### config.mk
export PLATFORM = sky130hd
export DESIGN_NAME = decode_core
export DESIGN_NICKNAME = d
export VERILOG_FILES = /design/src/cpu_pkg.sv /design/src/addr_stack.sv /design/src/decode_core.sv
export VERILOG_INCLUDE_DIRS = /design/src
export SDC_FILE = /design/constraint.sdc
export NUM_CORES = 1
export LEC_CHECK = 0
export BUFFER_PORTS_ARGS = -buffer_cell sky130_fd_sc_hd__buf_2
export CAP_MARGIN = 40
export CORE_MARGIN = 2
export CORE_UTILIZATION = 45
export CTS_CLUSTER_DIAMETER = 100
export DETAILED_ROUTE_END_ITERATION = 8
export HOLD_SLACK_MARGIN = 0.15
export PLACE_DENSITY_LB_ADDON = 0.15
export SLEW_MARGIN = 20
export SYNTH_ARGS = -nofsm -noshare
export SYNTH_HDL_FRONTEND = slang
export SYNTH_SLANG_ARGS = --single-unit
### constraint.sdc
create_clock -name ref_clk -period 11.3 [get_ports ref_clk]
set_input_delay 1.13 -clock ref_clk [delete_from_list [all_inputs] [get_ports ref_clk]]
set_output_delay 1.13 -clock ref_clk [all_outputs]
set_load 0.02 [all_outputs]
### src/cpu_defs_regs.svh
// register offsets, field positions, reset values, opcodes and cycle counts of the decode core
`ifndef CPU_DEFS_REGS_SVH
`define CPU_DEFS_REGS_SVH

// register byte offsets on the bus (word aligned)
`define OFF_CTRL 8'h00
`define OFF_ROWPTR 8'h04
`define OFF_CONFIG 8'h08
`define OFF_ADDRREG 8'h0C
`define OFF_STATUS 8'h10
`define OFF_DBUF 8'h14
`define OFF_CTX 8'h18

// control register bits
`define CTRL_RUN 0
`define CTRL_PTR_EN 1
`define CTRL_CFLAG 2
// config register fields: bank in [3:0], general register row in [6:4]
`define CFG_BANK_LSB 0
`define CFG_ROW_LSB 4
// status register fields, and the saved context field of the context register
`define STAT_SP_LSB 16
`define STAT_SKIP 24
`define STAT_INT_PEND 25
`define CTX_SAVE_LSB 8

// reset values
`define CTRL_RST 3'h0
`define ROWPTR_RST 7'h00
`define BANK_RST 4'h0
`define GROW_RST 3'h0
`define PC_RST 11'h000
`define AREG_RST 11'h000

// major opcodes, bits 15..11 of the instruction word
`define OP_BIT_TRUE 5'h1E
`define OP_BIT_FALSE 5'h1F
`define OP_SKIP_EQ 5'h09
`define OP_SKIP_NE 5'h0B
`define OP_SKIP_GE 5'h19
`define OP_SKIP_LT 5'h1B
`define OP_MOV_ST 5'h0A
`define OP_MOV_LD 5'h1A
`define OP_CALL 5'h1C
`define OP_SYS 5'h07

// system group sub-codes in bits 7..4, and the return kinds in bits 10..8
`define SUB_TABLE 4'h1
`define SUB_CALL_REG 4'h5
`define SUB_POP 4'hC
`define SUB_PUSH 4'hD
`define SUB_RET 4'hE
`define RET_PLAIN 3'h0
`define RET_SKIP 3'h1
`define RET_INT 3'h4

// instruction cycles taken by the table read
`define TABLE_CYCLES 2

`endif

### src/cpu_pkg.sv
// types shared by the decode core, the memory model and the bench
package cpu_pkg;
	// one-hot sequencer states
	typedef enum logic [5:0] {
		S_FETCH = 6'h01,
		S_DECODE = 6'h02,
		S_READM = 6'h04,
		S_READR = 6'h08,
		S_READS = 6'h10,
		S_TABLE = 6'h20
	} core_state_t;

	// data memory request: address is {bank, row, column}
	typedef struct packed {
		logic [10:0] addr;
		logic [3:0] wdata;
		logic we;
	} dm_req_t;

	// instruction word fields
	typedef struct packed {
		logic [4:0] op;
		logic [2:0] mr;
		logic [3:0] mc;
		logic [3:0] n;
	} instr_t;
endpackage

### src/addr_stack.sv
// address stack: flip-flop entries, one write port, one combinational read port
`timescale 1ns/1ps
module addr_stack #(
	parameter int SP_W = 3,
	parameter int DATA_W = 11
) (
	input wire logic ref_clk,
	input wire logic rst,
	input wire logic ce,
	input wire logic wr_en,
	input wire logic [SP_W-1:0] wr_idx,
	input wire logic [DATA_W-1:0] wr_data,
	input wire logic [SP_W-1:0] rd_idx,
	output logic [DATA_W-1:0] rd_data
);
	logic [DATA_W-1:0] entry_q [2**SP_W];

	// one process per entry so each flop has a single write decode
	for (genvar i = 0; i < 2**SP_W; i++) begin : g_entry
		always_ff @(posedge ref_clk or posedge rst) begin
			if (rst) begin
				entry_q[i] <= '0;
			end else if (ce && wr_en && wr_idx == SP_W'(i)) begin
				entry_q[i] <= wr_data;
			end
		end
	end

	// read is combinational so pop and return finish in one cycle
	assign rd_data = entry_q[rd_idx];
endmodule

### src/decode_core.sv
// test, compare, indirect move, table read, stack and call/return decode core with AHB-Lite registers
// What this block does
// - bit-test-true clears compare flag, skips when memory AND mask equals mask.
// - bit-test-false clears compare flag, skips when memory AND mask is zero.
// - skip-if-equal subtracts immediate, skips on zero difference, stores nothing.
// - skip-if-not-equal subtracts immediate, skips on nonzero difference.
// - skip-if-greater-equal subtracts immediate, skips when no borrow.
// - skip-if-less-than subtracts immediate, skips on borrow.
// - indirect store writes memory nibble to pointer-formed or bank-formed address.
// - indirect load reads nibble from the same address form into operand.
// - table read saves counter, fetches word at address register, restores counter.
// - table read and indirect store take four clocks, indirect load five, others three, a skipped word two.
// - push decrements stack pointer, then writes address register to stack.
// - pop loads address register from stack, then increments stack pointer.
// - call pushes counter, loads counter from immediate or address register.
// - returns reload counter from stack, bump pointer; skip variant skips once.
// - interrupt return reloads counter, restores saved context, bumps pointer.
// - immediate call targets are 11 bits with top bit zero.
// - pointer enable flag chooses whether row pointer forms indirect addresses.
// - interrupt entry saves context to interrupt stack register.
//
// Decided for this implementation: the register offsets and register access over AHB-Lite.
`timescale 1ns/1ps
`include "cpu_defs_regs.svh"
module decode_core #(
	parameter int SP_W = 3,
	parameter int CTX_W = 8,
	parameter logic [10:0] INT_VECTOR = 11'h001
) (
	input wire logic ref_clk,
	input wire logic rst,
	input wire logic ce,
	input wire logic hsel,
	input wire logic [31:0] haddr,
	input wire logic [1:0] htrans,
	input wire logic hwrite,
	input wire logic [2:0] hsize,
	input wire logic [31:0] hwdata,
	input wire logic hready,
	output logic hreadyout,
	output logic hresp,
	output logic [31:0] hrdata,
	input wire logic int_entry,
	output logic [10:0] pm_addr,
	input wire logic [15:0] pm_data,
	output cpu_pkg::dm_req_t dm_req,
	input wire logic [3:0] dm_rdata
);
	import cpu_pkg::*;

	core_state_t st_q, st_d;
	instr_t ir_q, pm_word;
	dm_req_t dm_q, dm_d;
	logic [10:0] pc_q, pc_d, pm_addr_q, pm_d, areg_q, stk_rdata, stk_wdata, call_tgt;
	logic [SP_W-1:0] sp_q, sp_d;
	logic [3:0] mval_q, bank_q;
	logic [2:0] grow_q;
	logic [6:0] rowptr_q;
	logic [15:0] tbuf_q;
	logic [CTX_W-1:0] ctx_q, ctx_save_q;
	logic run_q, ptr_en_q, cflag_q, skip_q, skip_d, int_pend_q;
	logic cflag_clr, areg_ld, tbuf_ld, ctx_rest, int_take, stk_we;
	logic hit_true, hit_false, diff_zero, borrow;
	logic [4:0] diff;
	logic hreadyout_q, hresp_q, wr_pend_q, rd_take, wr_take;
	logic [7:0] wr_addr_q;
	logic [31:0] hrdata_q, rd_val, wval;

	assign pm_word = instr_t'(pm_data);
	assign call_tgt = {1'b0, ir_q.mr[1:0], ir_q.mc, ir_q.n}; // top bit forced low

	// operand address {bank, row, column}
	function automatic logic [10:0] m_addr(input instr_t i);
		return {bank_q, i.mr, i.mc};
	endfunction

	// indirect address: row pointer or {bank, operand row}, then register content
	function automatic logic [10:0] ind_addr(input logic [3:0] rval);
		return ptr_en_q ? {rowptr_q, rval} : {bank_q, ir_q.mr, rval};
	endfunction

	// write strobe for one register in the data phase
	function automatic logic wr_hit(input logic [7:0] off);
		return wr_pend_q && wr_addr_q == off;
	endfunction

	// test and compare terms on the operand nibble read this cycle
	assign hit_true = (dm_rdata & ir_q.n) == ir_q.n;
	assign hit_false = (dm_rdata & ir_q.n) == 4'h0;
	assign diff = {1'b0, dm_rdata} - {1'b0, ir_q.n};
	assign diff_zero = diff[3:0] == 4'h0;
	assign borrow = diff[4];

	addr_stack #(.SP_W(SP_W), .DATA_W(11)) u_stack (
		.ref_clk(ref_clk),
		.rst(rst),
		.ce(ce),
		.wr_en(stk_we),
		.wr_idx(sp_d),
		.wr_data(stk_wdata),
		.rd_idx(sp_q),
		.rd_data(stk_rdata)
	);

	// sequencer: one instruction per pass; table read and indirect store add one state after S_READM, indirect load two
	always_comb begin
		st_d = st_q;
		pc_d = pc_q;
		sp_d = sp_q;
		skip_d = skip_q;
		pm_d = pm_addr_q;
		dm_d = dm_q;
		dm_d.we = 1'b0;
		cflag_clr = 1'b0;
		areg_ld = 1'b0;
		tbuf_ld = 1'b0;
		ctx_rest = 1'b0;
		int_take = 1'b0;
		stk_we = 1'b0;
		stk_wdata = pc_q;
		case (st_q)
			S_FETCH: begin
				if (run_q && int_pend_q) begin
					// interrupt entry pushes the counter and jumps to the vector
					int_take = 1'b1;
					sp_d = sp_q - SP_W'(1);
					stk_we = 1'b1;
					pc_d = INT_VECTOR;
				end else if (run_q) begin
					pm_d = pc_q;
					st_d = S_DECODE;
				end
			end
			S_DECODE: begin
				pc_d = pc_q + 11'h001;
				if (skip_q) begin
					skip_d = 1'b0; // fetched word dropped: counter advances and ir_q loads, no memory access
					st_d = S_FETCH;
				end else begin
					dm_d.addr = m_addr(pm_word);
					st_d = S_READM;
				end
			end
			S_READM: begin
				st_d = S_FETCH;
				case (ir_q.op)
					`OP_BIT_TRUE: begin
						cflag_clr = 1'b1;
						skip_d = hit_true;
					end
					`OP_BIT_FALSE: begin
						cflag_clr = 1'b1;
						skip_d = hit_false;
					end
					`OP_SKIP_EQ: skip_d = diff_zero;
					`OP_SKIP_NE: skip_d = !diff_zero;
					`OP_SKIP_GE: skip_d = !borrow;
					`OP_SKIP_LT: skip_d = borrow;
					`OP_MOV_ST, `OP_MOV_LD: begin
						dm_d.addr = {bank_q, grow_q, ir_q.n}; // fetch general register content
						st_d = S_READR;
					end
					`OP_CALL: begin
						sp_d = sp_q - SP_W'(1);
						stk_we = 1'b1;
						pc_d = call_tgt;
					end
					`OP_SYS: begin
						if (ir_q.mr == 3'h0 && ir_q.mc == `SUB_TABLE) begin
							sp_d = sp_q - SP_W'(1); // save counter, go fetch the table word
							stk_we = 1'b1;
							pm_d = areg_q;
							st_d = S_TABLE;
						end else if (ir_q.mr == 3'h0 && ir_q.mc == `SUB_PUSH) begin
							sp_d = sp_q - SP_W'(1);
							stk_we = 1'b1;
							stk_wdata = areg_q;
						end else if (ir_q.mr == 3'h0 && ir_q.mc == `SUB_POP) begin
							areg_ld = 1'b1;
							sp_d = sp_q + SP_W'(1);
						end else if (ir_q.mr == 3'h0 && ir_q.mc == `SUB_CALL_REG) begin
							sp_d = sp_q - SP_W'(1);
							stk_we = 1'b1;
							pc_d = areg_q;
						end else if (ir_q.mc == `SUB_RET && (ir_q.mr == `RET_PLAIN ||
								ir_q.mr == `RET_SKIP || ir_q.mr == `RET_INT)) begin
							pc_d = stk_rdata;
							sp_d = sp_q + SP_W'(1);
							skip_d = ir_q.mr == `RET_SKIP;
							ctx_rest = ir_q.mr == `RET_INT;
						end
					end
					default: ; // instructions outside this core pass as no-operations
				endcase
			end
			S_READR: begin
				dm_d.addr = ind_addr(dm_rdata);
				if (ir_q.op == `OP_MOV_ST) begin
					dm_d.wdata = mval_q;
					dm_d.we = 1'b1;
					st_d = S_FETCH; // staying here would chase the written address as a new pointer
				end else begin
					st_d = S_READS;
				end
			end
			S_READS: begin
				dm_d.addr = m_addr(ir_q);
				dm_d.wdata = dm_rdata;
				dm_d.we = 1'b1;
				st_d = S_FETCH;
			end
			S_TABLE: begin
				tbuf_ld = 1'b1; // second cycle: take the word and restore the counter
				pc_d = stk_rdata;
				sp_d = sp_q + SP_W'(1);
				st_d = S_FETCH;
			end
			default: st_d = S_FETCH;
		endcase
	end

	// sequencer state, counter and stack pointer
	always_ff @(posedge ref_clk or posedge rst) begin
		if (rst) begin
			st_q <= S_FETCH;
			pc_q <= `PC_RST;
			sp_q <= '1;
		end else if (ce) begin
			st_q <= st_d;
			pc_q <= pc_d;
			sp_q <= sp_d;
		end
	end

	// instruction and operand latches
	always_ff @(posedge ref_clk or posedge rst) begin
		if (rst) begin
			ir_q <= '0;
			mval_q <= 4'h0;
		end else if (ce) begin
			if (st_q == S_DECODE) ir_q <= pm_word;
			if (st_q == S_READM) mval_q <= dm_rdata;
		end
	end

	// memory ports are registered so the pins never glitch
	always_ff @(posedge ref_clk or posedge rst) begin
		if (rst) begin
			pm_addr_q <= `PC_RST;
			dm_q <= '0;
		end else if (ce) begin
			pm_addr_q <= pm_d;
			dm_q <= dm_d;
		end
	end

	// skip flag: set by a met condition, consumed by the next fetch
	always_ff @(posedge ref_clk or posedge rst) begin
		if (rst) skip_q <= 1'b0;
		else if (ce) skip_q <= skip_d;
	end

	// compare flag: a software set in the same cycle as the hardware clear wins
	always_ff @(posedge ref_clk or posedge rst) begin
		if (rst) begin
			cflag_q <= 1'(`CTRL_RST >> `CTRL_CFLAG);
		end else if (ce) begin
			if (wr_hit(`OFF_CTRL)) cflag_q <= hwdata[`CTRL_CFLAG];
			else if (cflag_clr) cflag_q <= 1'b0;
		end
	end

	// address register: pop beats a software write in the same cycle
	always_ff @(posedge ref_clk or posedge rst) begin
		if (rst) begin
			areg_q <= `AREG_RST;
		end else if (ce) begin
			if (areg_ld) areg_q <= stk_rdata;
			else if (wr_hit(`OFF_ADDRREG)) areg_q <= hwdata[10:0];
		end
	end

	// data buffer takes the program word in the second table-read cycle
	always_ff @(posedge ref_clk or posedge rst) begin
		if (rst) tbuf_q <= 16'h0000;
		else if (ce && tbuf_ld) tbuf_q <= pm_data;
	end

	// interrupt: request latched until taken, a new pulse wins over the clear
	always_ff @(posedge ref_clk or posedge rst) begin
		if (rst) begin
			int_pend_q <= 1'b0;
			ctx_save_q <= '0;
			ctx_q <= '0;
		end else if (ce) begin
			int_pend_q <= int_entry | (int_pend_q & !int_take);
			if (int_take) ctx_save_q <= ctx_q;
			if (ctx_rest) ctx_q <= ctx_save_q;
			else if (wr_hit(`OFF_CTX)) ctx_q <= hwdata[CTX_W-1:0];
		end
	end

	// software-owned control: run, pointer enable, row pointer, bank and register row
	always_ff @(posedge ref_clk or posedge rst) begin
		if (rst) begin
			run_q <= 1'b0;
			ptr_en_q <= 1'b0;
			rowptr_q <= `ROWPTR_RST;
			bank_q <= `BANK_RST;
			grow_q <= `GROW_RST;
		end else if (ce) begin
			if (wr_hit(`OFF_CTRL)) begin
				run_q <= hwdata[`CTRL_RUN];
				ptr_en_q <= hwdata[`CTRL_PTR_EN];
			end
			if (wr_hit(`OFF_ROWPTR)) rowptr_q <= hwdata[6:0];
			if (wr_hit(`OFF_CONFIG)) begin
				bank_q <= hwdata[`CFG_BANK_LSB +: 4];
				grow_q <= hwdata[`CFG_ROW_LSB +: 3];
			end
		end
	end

	// register read mux; unmapped offsets read zero
	always_comb begin
		rd_val = 32'h0000_0000;
		wval = 32'h0000_0000;
		case (haddr[7:0])
			`OFF_CTRL: rd_val = {29'h0, cflag_q, ptr_en_q, run_q};
			`OFF_ROWPTR: rd_val = {25'h0, rowptr_q};
			`OFF_CONFIG: rd_val = {25'h0, grow_q, bank_q};
			`OFF_ADDRREG: rd_val = {21'h0, areg_q};
			`OFF_STATUS: begin
				wval[10:0] = pc_q;
				wval[`STAT_SP_LSB +: SP_W] = sp_q;
				wval[`STAT_SKIP] = skip_q;
				wval[`STAT_INT_PEND] = int_pend_q;
				rd_val = wval;
			end
			`OFF_DBUF: rd_val = {16'h0, tbuf_q};
			`OFF_CTX: begin
				wval[CTX_W-1:0] = ctx_q;
				wval[`CTX_SAVE_LSB +: CTX_W] = ctx_save_q;
				rd_val = wval;
			end
			default: rd_val = 32'h0000_0000;
		endcase
		if (haddr[31:8] != 24'h0) rd_val = 32'h0000_0000;
	end

	assign rd_take = hsel && htrans[1] && hready && !hwrite;
	assign wr_take = hsel && htrans[1] && hready && hwrite && haddr[31:8] == 24'h0;

	// bus slave: zero wait states, read data registered at the address phase
	always_ff @(posedge ref_clk or posedge rst) begin
		if (rst) begin
			hreadyout_q <= 1'b1;
			hresp_q <= 1'b0;
			hrdata_q <= 32'h0000_0000;
			wr_pend_q <= 1'b0;
			wr_addr_q <= 8'h00;
		end else if (ce) begin
			hreadyout_q <= 1'b1;
			hresp_q <= 1'b0;
			wr_pend_q <= wr_take;
			if (wr_take) wr_addr_q <= haddr[7:0];
			if (rd_take) hrdata_q <= rd_val;
		end
	end

	assign hreadyout = hreadyout_q;
	assign hresp = hresp_q;
	assign hrdata = hrdata_q;
	assign pm_addr = pm_addr_q;
	assign dm_req = dm_q;
endmodule

==> results.yml, run 1 <==
critical_path:
  cp-start-kind: "flop"
  cp-end-kind: "flop"
  worst_ep_required_time_ns: 11.70
  path_max_fanout: 12
  arrival_ns: 4.27
  criticalPathCategory: "reg2reg"
power_and_ir_drop:
  switching_power_w: 0.000981
  comb_power_share: 0.246
  p_per_area_nw_per_um2: 190
  power_frac_clock: 0.329
  leakagePower_nw: 7.00
  power_frac_seq: 0.425
  ir_drop_uv: 116
  swShare: 0.348
  p_int_w: 0.00183
placed_design:
  place_congestion: 0.842
  io_buffers: 118
  dp.cells: 1583
  dp_hpwl_um: 26200
floorplanning:
  start_util: 0.459
  dieArea_sq_um: 29900
  row_count: 61
  fp.dieW_um: 173
  core_sq_um: 27900
  die-height_um: 173
  pin_count: 157
yosys:
  synth_warnings: 0
  syn_area_sq_um: 12800
  syn_area_per_cell_sq_um: 11.3
  ys_seq_area_frac: 0.482
  synth-edff-count: 0
  synth-seq-cells: 247
  syn_inst: 1134
  synth_ff_type: "dfrtp_1"
  yosysTopAreaCellShare: 0.474
  synth.largest_area_cell: "dfrtp_1"
  ys_async_sr_fraction: 1.00
  yosysUniqueCellTypes: 77
  synthTopCellsByArea: "dfrtp_1 47%, mux2_2 7.3%, mux2_1 5.6%"
finish:
  syn_to_final_growth_pct: 15.3
  final_cells: 1634
  fillers: 2502
  diodes: 0
  drive_above_1_share: 0.274
  layout.nets: 1348
  final_util: 0.529
global_routing:
  grt_pass1_wl_um: 57800
  grt_overflow: 0
  grt_max_degree: 113
  grt.total_usage: 0.246
  grt_pass1_vias: 9730
  antenna_found_initial: 0
cts:
  cts_tree: "done"
  post_cts_buffers: 0
  htreeDepth: 1
  clk_path_buf_depth: 3
  clk_pin_slew_worst_paths_ns: 0.06
  cts_hold_buf: 0
  clock-root-buffer: "clkbuf_16"
  worst_skew_pair.late_latency_ns: 0.55
  numCtsBuffers: 28
  cts_resized: 0
  clkSinkCount: 247
flow_run:
  maxCapViolCount: 0
sta:
  drv_slew: 0
  finalHoldViolCount: 0
  setup_viol: 0
  period_minus_slack_ns: 3.87
  rsz0062_at_grt: "no"
  min_period_over_period: 0.342
  clock_skew_ns: 0.0313
  setup_tns_ns: 0
  maxSlewHeadroom: 0.459
  fmax_mhz: 258
  tightest_slew_ns: 0.809
detailed_routing:
  drc: 0
  first_pass_iters: 6
  via_per_inst: 5.88
  num_vias: 9615
  routedWlPerCell_um: 22.4
  wirelength_um: 36500
  ant_nets: 0
  drt_iter0_markers: 769
hold_path:
  min_path_type: "reg2reg"
status:
  outcome: "complete, no violations"
[registers in the layout (all words and copies together), names as in the netlist]
register,cells
areg_q,11
bank_q,4
call_tgt,10
cflag_q,1
ctx_q,8
ctx_save_q,8
dm_req,16
grow_q,3
hrdata,21
int_pend_q,1
ir_q,6
mval_q,4
pc_q,11
pm_addr,11
ptr_en_q,1
rowptr_q,7
run_q,1
skip_q,1
sp_q,3
st_q,6
tbuf_q,16
u_stack.entry_q,88
wr_addr_q,8
wr_pend_q,1
[critical path, cell delays in order (launching register included)]
cell and delay [ns]:
dfrtp_1 0.51, nor4_1 0.49, nand4_1 0.63, o2111ai_1 0.39, a22o_1 0.43, nand3_1 0.69, mux2_1 0.56
[path summary, 6_finish.rpt]
check	from	to	slack (ns)	cells after the start
min in group asynchronous	rst	hrdata[17]$_DFFE_PP0P_	0.59	2
max in group asynchronous	rst	ctx_q[0]$_DFFE_PP0P_	8.91	6
min reg2reg	dm_req[7]$_DFFE_PP0P_	dm_req[7]$_DFFE_PP0P_	0.47	1
min	dm_req[7]$_DFFE_PP0P_	dm_req[7]$_DFFE_PP0P_	0.47	1
max reg2reg	st_q[5]$_DFFE_PP0P_	u_stack.entry_q[18]$_DFFE_PP0P_	7.43	6
max	st_q[5]$_DFFE_PP0P_	u_stack.entry_q[18]$_DFFE_PP0P_	7.43	6
[area by class of cell]
class / count / area (sq um) / share of cell area
clock buffers: 39 / 833 / 0.0564
clock inverters: 10 / 106 / 0.00719
inverters: 23 / 93.8 / 0.00635
multi-input cells: 789 / 6190 / 0.418
flip-flops and latches: 247 / 6190 / 0.418
well taps: 378 / 473 / 0.0320
repair buffers: 148 / 905 / 0.0612
[cells by family after synthesis]
family / Yosys count / synth area share
DFF: 247 / 0.482
muxes: 214 / 0.212
other: 2 / 0.000586
buffers and inverters: 109 / 0.0395
AOI/OAI and AO/OA: 240 / 0.127
xor gates and xnor gates: 11 / 0.00751
and+or+nand+nor: 296 / 0.116
adders and majority gates: 15 / 0.0152
[cell usage after synthesis, drive strengths merged, types with 8 or more instances]
| master | count |
|---|---|
| a222oi | 13 |
| mux2 | 167 |
| nor3b | 10 |
| nand4 | 9 |
| nand3 | 17 |
| a22o | 14 |
| nand2 | 124 |
| a31oi | 25 |
| nor4 | 16 |
| mux2i | 24 |
| a21o | 11 |
| inv | 23 |
| nor2 | 55 |
| and3 | 11 |
| ha | 14 |
| a22oi | 12 |
| a21oi | 32 |
| buf | 35 |
| nor3 | 16 |
| clkbuf | 51 |
| dfrtp | 243 |
| o21ai | 76 |
| mux4 | 23 |
| a221oi | 8 |
[layer usage]
metal / track usage / vias to the layer above / wire [um]
li1: - / 4364 / -
met1: 0.340 / 4863 / 16400
met2: 0.401 / 317 / 17000
met3: 0.0347 / 71 / 1910
met4: 0.0826 / 0 / 1190
met5: 0 / - / 0
[cells in the final DEF (no fill, tap or decap), types with 8 or more instances in the layout]
cell type / Yosys / routed
ha_1: 14 / 14
inv_1: 23 / 22
buf_2: 9 / 122
buf_4: 15 / 17
and3_1: 11 / 11
nor3_1: 14 / 14
nor2_1: 53 / 53
nand3_1: 17 / 17
conb_1: 2 / 13
nand2_1: 124 / 124
o21ai_0: 65 / 65
nand4_1: 9 / 9
clkbuf_16: 0 / 29
mux2_1: 64 / 64
a21o_1: 11 / 11
mux2i_1: 24 / 24
nor4_1: 14 / 14
mux2_4: 20 / 20
a22o_1: 14 / 14
a221oi_1: 8 / 8
a222oi_1: 13 / 13
dfrtp_1: 243 / 243
mux2_2: 83 / 83
o21ai_1: 11 / 11
a22oi_1: 12 / 12
a31oi_1: 24 / 24
a21oi_1: 32 / 31
mux4_2: 23 / 23
[metrics by stage]
step | cell area [sq um] | power (W) | hold WS [ns] | worst slack (ns)
2_1_floorplan | 12900 | 0.00164 | 0.451 | 3.39
3_3_place_gp | 13600 | 0.00187 | 0.456 | 7.00
3_5_place_dp | 13800 | 0.00189 | 0.465 | 6.93
4_1_cts | 14700 | 0.00282 | 0.478 | 7.39
5_1_grt | 14800 | 0.00296 | 0.493 | 7.21
6_report | 14800 | 0.00282 | 0.472 | 7.43
[power groups by stage]
stage          registers [W]  clock network (W)  logic [W]
4_1_cts              0.00119           0.000940   0.000690
2_1_floorplan        0.00111                  0   0.000530
3_5_place_dp         0.00121                  0   0.000686
6_report             0.00120           0.000926   0.000692
5_1_grt              0.00122           0.000980   0.000763
3_3_place_gp         0.00122                  0   0.000648
Power figures use the tool's default switching activity.
==> run 2, diff against run 1 <==
ABC_AREA = 1   (was unset)
clock period = 3.12 ns   (was 11.3 ns; I/O delays follow)
==> run 2 against run 1 <==
Flip-flop and latch count stayed put. Hold slack got worse by 0.29 ns. Synthesized cell count grew 55%. Sequential share of layout area is 2.7 points lower. Global-route usage is 2.7 points higher. Cell area is 6.9% higher. First-iteration DRC count grew 57%. Sequential power grew to 3.4 times the previous value. Clock power rose to 3.5 times the previous value. Maximum frequency rose by 42%. Via count grew 34%. Largest power group unchanged. Critical path type unchanged. Area after synthesis is 5.3% higher.
==> results.yml, run 2 <==
sta:
  tightest_slew_ns: 0.689
  finalHoldViolCount: 0
  worst_slack_ns: 0.399
  period_minus_slack_ns: 2.72
  setup_viol: 0
  setup_tns_ns: 0
  fmax_mhz: 368
  maxSlewHeadroom: 0.537
  clock_skew_ns: 0.0334
  rsz0062_at_grt: "no"
  min_period_over_period: 0.872
  drv_slew: 0
yosys:
  synth-edff-count: 0
  synthMuxAreaShare: 0.00334
  ys_async_sr_fraction: 1.00
  syn_area_per_cell_sq_um: 7.69
  ys_seq_area_frac: 0.458
  synthTopCellsByArea: "dfrtp_1 45%, nand2_1 14%, o21ai_0 7.7%"
  synth_compound_area_frac: 0.164
  synth-seq-cells: 247
  synth.largest_area_cell: "dfrtp_1"
  synth_common_cells: "514 x nand2_1, 243 x dfrtp_1, 208 x o21ai_0, 148 x inv_1, 117 x nor2_1"
  synth_ff_type: "dfrtp_1"
  synthAdderAreaFrac: 0.0145
  yosysUniqueCellTypes: 53
  synth_most_common_cell: "nand2_1"
  synth-xor-area-share: 0.00195
  syn_inst: 1756
  synthSimpleGateAreaFrac: 0.272
  yosysTopAreaCellShare: 0.451
  synth_top_family_by_area: "simple AND/OR/NAND/NOR gates"
  syn_area_sq_um: 13500
  synth_warnings: 0
cts:
  cts_hold_buf: 37
  clk_path_buf_depth: 3
  cts_resized: 0
  worst_skew_pair.late_latency_ns: 0.56
  clk_pin_slew_worst_paths_ns: 0.06
  cts_tree: "done"
  numCtsBuffers: 27
  clock-root-buffer: "clkbuf_16"
  post_cts_buffers: 0
  clkSinkCount: 247
  htreeDepth: 1
finish:
  final_cell_mix: "514 x nand2_1, 243 x dfrtp_1, 208 x o21ai_0"
  diodes: 0
  final_common_cell: "nand2_1"
  drive_above_1_share: 0.148
  layout.nets: 2011
  fillers: 2891
  syn_to_final_growth_pct: 17.1
  largest_register_ffs: 88
  largest_register: "u_stack.entry_q"
global_routing:
  grt_overflow: 0
  grt_pass1_vias: 12003
  antenna_found_initial: 0
  grt_pass1_wl_um: 67300
  grt_max_degree: 94
  grt.total_usage: 0.273
critical_path:
  crit_chain: "nand2_1 -> inv_2 -> nand4_4 -> inv_2 -> buf_4 -> nand2_1 -> nand3_1 -> nand3_2 -> a21oi_4 -> nand3_1 -> nand2_1 -> nand2_1"
  arrival_ns: 3.14
  worst-path-stages: 12
  cp-startpoint: "ir_q[12]$_DFFE_PP0P_"
  cp-end-kind: "flop"
  cpMostUsedCell: "nand2_1"
  reg2reg_to: "u_stack.entry_q[24]$_DFFE_PP0P_"
  slowest_stage: "dfrtp_1"
  reg2reg_from: "ir_q[12]$_DFFE_PP0P_"
  criticalPathCategory: "reg2reg"
  cp-start-kind: "flop"
  path_max_fanout: 18
  critical_path.top_delay_family: "simple AND/OR/NAND/NOR gates"
  rrSetupSlack_ns: 0.40
  rr_worst_depth: 12
  worst-path-buf-inv: 3
  critical-path-max-stage-delay_ns: 0.48
  worst_ep_required_time_ns: 3.54
  worstSetupEndpoint: "u_stack.entry_q[24]$_DFFE_PP0P_"
floorplanning:
  fp.dieW_um: 177
  core_sq_um: 29600
  pin_count: 157
  row_count: 63
  start_util: 0.457
  dieArea_sq_um: 31400
  die-height_um: 177
detailed_routing:
  first_pass_iters: 7
  wirelength_um: 42200
  num_vias: 12851
  wl_met1_um: 19700
  dr_wl_met2_um: 18500
  ant_nets: 0
  drc: 0
  via_per_inst: 5.56
  drt_iter0_markers: 1211
  met3WireLength_um: 3300
  route.top_layer_used: "met4"
  routedWlPerCell_um: 18.3
placed_design:
  io_buffers: 118
  place_ws_ns: 0.456
  place_congestion: 0.931
  dp_hpwl_um: 30500
power_and_ir_drop:
  p_per_area_nw_per_um2: 723
  ir_drop_uv: 410
  leakagePower_nw: 7.90
flow_run:
  maxCapViolCount: 0
status:
  outcome: "complete, no violations"
hold_path:
  min_path_type: "in2reg"
run 2: cell types whose count changed after synthesis, sizes merged, moves of 24 or more:
cell / change
mux2: -163
a31oi: -24
o21ai: +158
mux2i: -24
nand2: +399
inv: +152
nand3: +40
nor2: +73
nand4: +71
run 2: metrics by stage:
step           hold WS [ns]  power (W)  cell area [sq um]  instances   util
6_report              0.182     0.0114              15800       2310  0.535
5_1_grt               0.177     0.0121              15800       2310  0.535
4_1_cts               0.163     0.0114              15800       2310  0.535
3_5_place_dp          0.411    0.00816              14500       2224  0.492
3_3_place_gp          0.413    0.00809              14500       2224  0.492
2_1_floorplan         0.433    0.00688              13500       1767      -
run 2: logic make-up (layout without fill, tap and decap cells):
| group | count (synthesis) | in the layout |
|---|---|---|
| multiplexers | 4 | 4 |
| AND/OR/NAND/NOR | 830 | 830 |
| AO/OA/AOI/OAI | 379 | 379 |
| buffers and inverters | 276 | 429 |
| flip-flops | 247 | 247 |
| other | 2 | 13 |
| adder cells (fa/ha/maj) | 15 | 15 |
| XOR/XNOR | 3 | 3 |
run 2: final cells by class:
type	count	area (sq um)	share of cell area
sequential	247	6190	0.391
multi-input combinational	1244	6190	0.392
tap	390	488	0.0309
timing repair buffer	202	1360	0.0863
clock inverter	5	53.8	0.00340
clock buffer	44	850	0.0538
inverter	178	673	0.0426
run 2: routing by layer:
metal,GRT usage,vias up
met5,0,-
met4,0.0537,0
met3,0.0391,47
met2,0.409,473
met1,0.418,6204
li1,-,6127
run 2: power breakdown:
part	internal [W]	switching, W
clock network	0.00193	0.00132
registers	0.00372	0.000411
logic	0.00121	0.00283
total	0.00687	0.00456
run 2: how the worst min path moves through the flow:
stage / cells after the start / from / end
final: 3 / hwdata[0] / rowptr_q[0]$_DFFE_PP0P_
after global placement: 2 / rst / u_stack.entry_q[15]$_DFFE_PP0P_
after CTS: 3 / hwdata[0] / rowptr_q[0]$_DFFE_PP0P_
after detailed placement: 2 / rst / u_stack.entry_q[15]$_DFFE_PP0P_
after floorplan: 2 / dm_rdata[0] / mval_q[0]$_DFFE_PP0P_
after global routing: 3 / hwdata[0] / bank_q[0]$_DFFE_PP0P_
run 2: worst reg2reg max path, stage by stage (launching register included):
cell     delay, ns
dfrtp_1       0.48
nand2_1       0.13
inv_2         0.10
nand4_4       0.20
inv_2         0.15
buf_4         0.23
nand2_1       0.08
nand3_1       0.08
nand3_2       0.19
a21oi_4       0.27
nand3_1       0.43
nand2_1       0.19
nand2_1       0.06
